$ cat src/testmode_pkg.sv
// package for the power-up reset, preload and observe test logic
// assumes a single 25 MHz system clock and no software-visible registers
package testmode_pkg;

  // clock rate and power-up reset bound
  localparam int CLK_HZ = 25000000;
  localparam int PWRUP_RESET_US = 10;
  // longest time rounds down, never below one cycle
  localparam int PWRUP_CYCLES_RAW = (PWRUP_RESET_US * (CLK_HZ / 1000000));
  localparam int PWRUP_CYCLES = (PWRUP_CYCLES_RAW < 1) ? 1 : PWRUP_CYCLES_RAW;

  // macrocell counts
  localparam int NUM_OUT_CELLS = 8;
  localparam int NUM_BURIED_CELLS = 8;

  // value of every macrocell flip-flop after power-up reset
  localparam logic FF_RESET_VAL = 1'h0;

  // test-mode selection codes on the mode pins
  localparam logic [1:0] MODE_NORMAL = 2'h0;
  localparam logic [1:0] MODE_PRELOAD = 2'h1;
  localparam logic [1:0] MODE_OBSERVE = 2'h2;

  // one-hot control states
  typedef enum logic [3:0] {
    ST_RESET = 4'h1,
    ST_RUN = 4'h2,
    ST_PRELOAD = 4'h4,
    ST_OBSERVE = 4'h8
  } ctl_state_t;

endpackage : testmode_pkg

$ cat src/cell_bus_if.sv
// interface carrying per-macrocell controls from the test controller to the cell array
// assumes both ends run on the one system clock
`timescale 1ns/1ns
interface cell_bus_if #(parameter int N = 16);
  logic clr;
  logic load;
  logic force_reg;
  logic [N-1:0] load_val;
  logic [N-1:0] q;
  modport ctl (output clr, output load, output force_reg, output load_val, input q);
  modport cells (input clr, input load, input force_reg, input load_val, output q);
endinterface : cell_bus_if

$ cat src/powerup_test_ctl.sv
// top of the power-up reset, register preload and observe logic of the device
// assumes pins are synchronous to SYS_CLK_I; the tester drives the mode pins
`timescale 1ns/1ns
module powerup_test_ctl #(
  parameter int N_OUT = testmode_pkg::NUM_OUT_CELLS,
  parameter int N_BUR = testmode_pkg::NUM_BURIED_CELLS
) (
  // clock, reset, enable
  input wire logic SYS_CLK_I,
  input wire logic RST_I,
  input wire logic CE_I,
  // test mode pins
  input wire logic [1:0] TEST_MODE_I,
  input wire logic BANK_SEL_I,
  // user logic and configuration
  input wire logic [N_OUT+N_BUR-1:0] PTERM_SUM_I,
  input wire logic [N_OUT-1:0] CELL_COMB_I,
  input wire logic [N_OUT-1:0] POLARITY_I,
  input wire logic [N_OUT-1:0] USER_OE_I,
  input wire logic [N_OUT+N_BUR-1:0] AR_SEL_I,
  input wire logic [N_OUT+N_BUR-1:0] AP_SEL_I,
  // I/O pins as three signals
  input wire logic [N_OUT-1:0] IO_IN_I,
  output logic [N_OUT-1:0] IO_OUT_O,
  output logic [N_OUT-1:0] IO_OE_O,
  // status
  output logic RESET_DONE_O
);
  localparam int N = N_OUT + N_BUR;

  cell_bus_if #(.N(N)) cbus ();

  testmode_pkg::ctl_state_t state_r;
  testmode_pkg::ctl_state_t state_nxt;
  logic [15:0] cnt_r;
  logic [15:0] cnt_nxt;
  logic [N-1:0] d_cells;
  logic [N-1:0] load_val;
  logic [N_OUT-1:0] comb_val;
  logic [N_OUT-1:0] out_nxt;
  logic [N_OUT-1:0] oe_nxt;
  logic [N_OUT-1:0] shown;
  logic forced;
  logic done_nxt;

  // mode sequencing; reset clears cells for a bounded count before running
  always_comb begin
    state_nxt = state_r;
    cnt_nxt = cnt_r;
    unique case (state_r)
      testmode_pkg::ST_RESET: begin
        if (cnt_r >= 16'(testmode_pkg::PWRUP_CYCLES - 1)) begin
          state_nxt = testmode_pkg::ST_RUN;
        end else begin
          cnt_nxt = cnt_r + 16'h0001;
        end
      end
      testmode_pkg::ST_RUN, testmode_pkg::ST_PRELOAD, testmode_pkg::ST_OBSERVE: begin
        // tester owns entry and exit of the test modes
        if (TEST_MODE_I == testmode_pkg::MODE_PRELOAD) begin
          state_nxt = testmode_pkg::ST_PRELOAD;
        end else if (TEST_MODE_I == testmode_pkg::MODE_OBSERVE) begin
          state_nxt = testmode_pkg::ST_OBSERVE;
        end else begin
          state_nxt = testmode_pkg::ST_RUN;
        end
      end
    endcase
  end

  always_ff @(posedge SYS_CLK_I) begin
    if (RST_I) begin
      state_r <= testmode_pkg::ST_RESET;
      cnt_r <= 16'h0000;
    end else if (CE_I) begin
      state_r <= state_nxt;
      cnt_r <= cnt_nxt;
    end
  end

  assign forced = (state_r == testmode_pkg::ST_PRELOAD) || (state_r == testmode_pkg::ST_OBSERVE);

  // preload bank select: output cells or buried cells share the few I/O pins
  always_comb begin
    load_val = cbus.q;
    if (BANK_SEL_I) begin
      load_val[N-1:N_OUT] = IO_IN_I[N_BUR-1:0];
    end else begin
      load_val[N_OUT-1:0] = IO_IN_I;
    end
  end

  // while forced all product terms read zero, so no combinatorial data survives
  assign d_cells = forced ? '0 : PTERM_SUM_I;

  assign cbus.clr = (state_r == testmode_pkg::ST_RESET);
  assign cbus.load = (state_r == testmode_pkg::ST_PRELOAD);
  assign cbus.force_reg = forced;
  assign cbus.load_val = load_val;

  macrocell_array #(.N(N)) u_cells (
    .clk_i(SYS_CLK_I),
    .ce_i(CE_I),
    .bus(cbus),
    .d_i(d_cells),
    .ar_sel_i(AR_SEL_I),
    .ap_sel_i(AP_SEL_I)
  );

  // combinatorial cells take live sums again once out of test
  assign comb_val = forced ? '0 : PTERM_SUM_I[N_OUT-1:0];

  // observe picks the bank to show; normal shows output registers
  assign shown = (BANK_SEL_I && state_r == testmode_pkg::ST_OBSERVE)
    ? cbus.q[N-1:N_OUT] : cbus.q[N_OUT-1:0];

  // pin drivers; cleared registers still pass through polarity
  always_comb begin
    for (int i = 0; i < N_OUT; i++) begin
      if (forced) begin
        out_nxt[i] = shown[i] ^ POLARITY_I[i];
      end else if (CELL_COMB_I[i]) begin
        out_nxt[i] = comb_val[i] ^ POLARITY_I[i];
      end else begin
        out_nxt[i] = shown[i] ^ POLARITY_I[i];
      end
    end
    if (state_r == testmode_pkg::ST_OBSERVE) begin
      oe_nxt = '1;
    end else if (state_r == testmode_pkg::ST_PRELOAD) begin
      oe_nxt = '0; // pins are inputs while loading
    end else begin
      oe_nxt = USER_OE_I;
    end
    done_nxt = (state_r != testmode_pkg::ST_RESET);
  end

  // registered outputs keep the pins glitch-free across mode changes
  always_ff @(posedge SYS_CLK_I) begin
    if (RST_I) begin
      IO_OUT_O <= '0;
      IO_OE_O <= '0;
      RESET_DONE_O <= 1'h0;
    end else if (CE_I) begin
      IO_OUT_O <= out_nxt;
      IO_OE_O <= oe_nxt;
      RESET_DONE_O <= done_nxt;
    end
  end
endmodule : powerup_test_ctl

$ cat src/macrocell_array.sv
// array of macrocell flip-flops with preload, clear and async set/reset from feedback
// assumes the controller drives cell_bus_if; logic inputs come from the user array
`timescale 1ns/1ns
module macrocell_array #(
  parameter int N = 16
) (
  input wire logic clk_i,
  input wire logic ce_i,
  cell_bus_if.cells bus,
  input wire logic [N-1:0] d_i,
  input wire logic [N-1:0] ar_sel_i,
  input wire logic [N-1:0] ap_sel_i
) ;
  logic [N-1:0] q_r;
  logic [N-1:0] q_nxt;
  logic ar_line;
  logic ap_line;

  // async reset/preset lines are driven by the registers themselves
  assign ar_line = |(q_r & ar_sel_i);
  assign ap_line = |(q_r & ap_sel_i);

  // priority: power-up clear, then preload, then register-driven reset/preset
  genvar g;
  for (g = 0; g < N; g++) begin : g_cell
    always_comb begin
      if (bus.clr) begin
        q_nxt[g] = testmode_pkg::FF_RESET_VAL;
      end else if (bus.load) begin
        q_nxt[g] = bus.load_val[g];
      end else if (ar_line) begin
        q_nxt[g] = 1'h0;
      end else if (ap_line) begin
        q_nxt[g] = 1'h1;
      end else if (bus.force_reg) begin
        q_nxt[g] = q_r[g]; // hold while observed
      end else begin
        q_nxt[g] = d_i[g];
      end
    end
  end

  always_ff @(posedge clk_i) begin
    if (ce_i) begin
      q_r <= q_nxt;
    end
  end

  assign bus.q = q_r;
endmodule : macrocell_array

$ cat config.mk
export PLATFORM = sky130hd
export DESIGN_NAME = powerup_test_ctl
export DESIGN_NICKNAME = d
export VERILOG_FILES = /design/src/testmode_pkg.sv /design/src/cell_bus_if.sv /design/src/powerup_test_ctl.sv /design/src/macrocell_array.sv
export SDC_FILE = /design/constraint.sdc
export NUM_CORES = 1
export LEC_CHECK = 0
export BUFFER_PORTS_ARGS = -buffer_cell sky130_fd_sc_hd__buf_2
export CORE_ASPECT_RATIO = 0.7
export CORE_UTILIZATION = 35
export CTS_CLUSTER_SIZE = 20
export DETAILED_ROUTE_END_ITERATION = 8
export PLACE_DENSITY = 0.62
export SLEW_MARGIN = 20
export SYNTH_ARGS = -nofsm -noshare
export SYNTH_HDL_FRONTEND = slang
export SYNTH_SLANG_ARGS = --single-unit
export TNS_END_PERCENT = 30
$ cat constraint.sdc
create_clock -name SYS_CLK_I -period 2.24 [get_ports SYS_CLK_I]
set_clock_uncertainty 0.05 [all_clocks]
set_input_delay 0.224 -clock SYS_CLK_I [delete_from_list [all_inputs] [get_ports SYS_CLK_I]]
set_output_delay 0.224 -clock SYS_CLK_I [all_outputs]
set_load 0.01 [all_outputs]
==> qor.yml <==
status: "finished, final reports clean"
critPathMaxStageDelay_ns: 0.46
hold_viol_final: 0
start_util_pct: 36.5
startpoint_type: "flip-flop"
p_per_area_nw_per_um2: 597
crit_family: "compound AO/OA/AOI/OAI gates"
antenna_cells: 0
async_flop_share_pct: 0
synth_most_common_cell: "a21oi_1"
yosys-top-cells-count: "a21oi_1, dfxtp_1, o21ai_0"
cap_violations: 0
endpoint_kind: "flip-flop"
critPathKind: "flip-flop to flip-flop"
grt_pass1_wl_um: 12600
cts_sinks: 53
synth-seq-cells: 53
rows: 27
power_mw: 2.20
io_buffers: 102
final_nets: 503
clock_latency_ns: 0.29
dp_slack_ns: 0.176
p_int_mw: 1.65
cts_root_buf: "clkbuf_16"
via_per_inst: 5.46
fin_crit_sh_pct: 92.7
setup_viol: 0
maxSlewHeadroom_pct: 63.8
synth.area.top_cells: "dfxtp_1, edfxtp_1, a21oi_1, nand3b_1, o211ai_1"
synth_top_area_share_pct: 25.6
tns_ns: 0
setup_slack_ns: 0.164
via_count: 2805
fillers: 776
synthesis.nets: 402
clockPowerShare_pct: 35.1
ys_types: 42
peakVddDrop_uv: 322
drc_errors: 0
crit_buf_inv: 1
wl_um: 8000
die_y_um: 78.1
fin_area_um2: 3690
grt.overflow.total: 0
cts_htree_levels: 2
wire_per_inst_um: 15.6
tightestPinTransition_ns: 0.539
final_antenna_net_count: 0
drive_above_1_share_pct: 32.4
leakage_nw: 1.52
slowest_stage: "edfxtp_1"
netlist_area_um2: 2900
cts-buffers-inserted: 5
synth_edf_count: 16
p_comb_share_pct: 16.2
p_seq_share_pct: 48.7
hpwl_um: 6170
post-route-min-period_ns: 2.08
cts_buffer_depth: 2
hold_path.class: "primary input to flip-flop"
cts-resized-gates: 0
synth_cells: 311
p_switching_mw: 0.555
drt_pre_antenna_iters: 5
synth.avg_cell_area_um2: 9.31
rsz0062_at_grt: "no"
switching_share_pct: 25.2
seq_area_frac_synth_pct: 42.2
syn2layout_area_growth_pct: 27.5
design.core.area_um2: 7940
cp_max_fo: 18
arrival_ns: 2.03
yosys_most_used_dff: "dfxtp_1"
cp_data_required_time_ns: 2.19
gp_congestion: 0.875
groute.usage.overall_pct: 18.6
slew_violations: 0
fmax_mhz: 482
placedInstanceArea_um2: 3540
holdBufCountCts: 0
critical_path.cell_chain: "a22o_1 -> a221oi_1 -> nand4_1 -> buf_12 -> o211a_1"
postCtsSetupBuffers: 0
yosysTopAreaCell: "dfxtp_1"
path_clk_slew_ns: 0.07
yosysWarnings: 0
grt_pass1_vias: 2463
ios: 103
tritoncts: "yes"
die_w_um: 111
grt_start_max_net_pins: 27
antenna_found_initial: 0
drtIter0Drc: 219
die-area_um2: 8650
-- metal layers --
metal,vias to the layer above,GRT usage (%),share of wire [%]
met2,122,26.3,41
li1,1367,-,-
met4,0,5.20,1.0
met3,7,3.40,8.2
met1,1309,28.3,50
met5,-,0,0
-- layout by cell type (no fill, tap or decap), types with 10 or more instances in the layout --
master | Yosys | routed
o211ai_1 | 16 | 16
edfxtp_1 | 16 | 16
dfxtp_1 | 37 | 37
nor2_1 | 18 | 18
nand3b_1 | 16 | 16
nand2_1 | 15 | 15
o21ai_0 | 20 | 20
xnor2_1 | 10 | 10
buf_2 | 6 | 102
nor3_1 | 10 | 10
buf_4 | 0 | 13
nor2b_1 | 10 | 10
a21oi_1 | 40 | 40
-- layout make-up --
type                    instances  area, um2  area share, %
clock buffers                   8        146           3.97
inverters                       6       22.5          0.610
well taps                     101        126           3.42
flip-flops and latches         53       1220           33.1
repair buffers                116        628           17.0
multi-input cells             230       1550           41.9
-- stage by stage --
stage	util, %	std cells	hold WS (ns)
floorplan	-	311	0.363
global placement	44.6	506	0.404
detailed placement	44.6	506	0.409
CTS	46.5	514	0.185
global route	46.5	514	0.196
finish	46.5	514	0.192
-- kinds of logic after synthesis --
kind of cell	count (synthesis)	synth area share [%]
AOI/OAI and AO/OA	103	22.4
muxes	13	4.84
and+or+nand+nor	94	19.4
xor gates and xnor gates	15	4.54
buffers and inverters	28	4.41
DFF	53	42.2
adders and majority gates	5	2.16
-- worst register-to-register path, cell delays in order, from the launching register on --
cell and delay [ns]:
edfxtp_1 0.46, a22o_1 0.27, a221oi_1 0.24, nand4_1 0.20
buf_12 0.20, o211a_1 0.37
-- flip-flops by register name, summed over array words and instances (netlist names) --
| signal | count |
|---|---|
| IO_OUT_O | 8 |
| IO_OE_O | 8 |
| u_cells.bus.q | 16 |
| state_r | 4 |
| cnt_r | 16 |
| RESET_DONE_O | 1 |
-- power by group through the flow --
| stage | Sequential [mW] | Clock (mW) | Combinational [mW] |
|---|---|---|---|
| finish | 1.07 | 0.774 | 0.358 |
| global route | 1.08 | 0.821 | 0.399 |
| CTS | 1.07 | 0.791 | 0.359 |
| detailed placement | 1.09 | 0 | 0.358 |
| global placement | 1.09 | 0 | 0.352 |
| floorplan | 1.09 | 0 | 0.189 |
-- path summary, 6_finish.rpt --
kind	startpoint	endpoint	slack [ns]	depth (start not counted)
max	u_cells.bus.q[5]$_SDFFCE_PP0P_	u_cells.bus.q[4]$_SDFFCE_PP0P_	0.16	5
min reg2reg	cnt_r[8]$_SDFFE_PP0P_	cnt_r[8]$_SDFFE_PP0P_	0.42	1
max reg2reg	u_cells.bus.q[5]$_SDFFCE_PP0P_	u_cells.bus.q[4]$_SDFFCE_PP0P_	0.16	5
min	USER_OE_I[1]	IO_OE_O[1]$_SDFFE_PP0P_	0.19	3
Power figures use the tool's default switching activity.
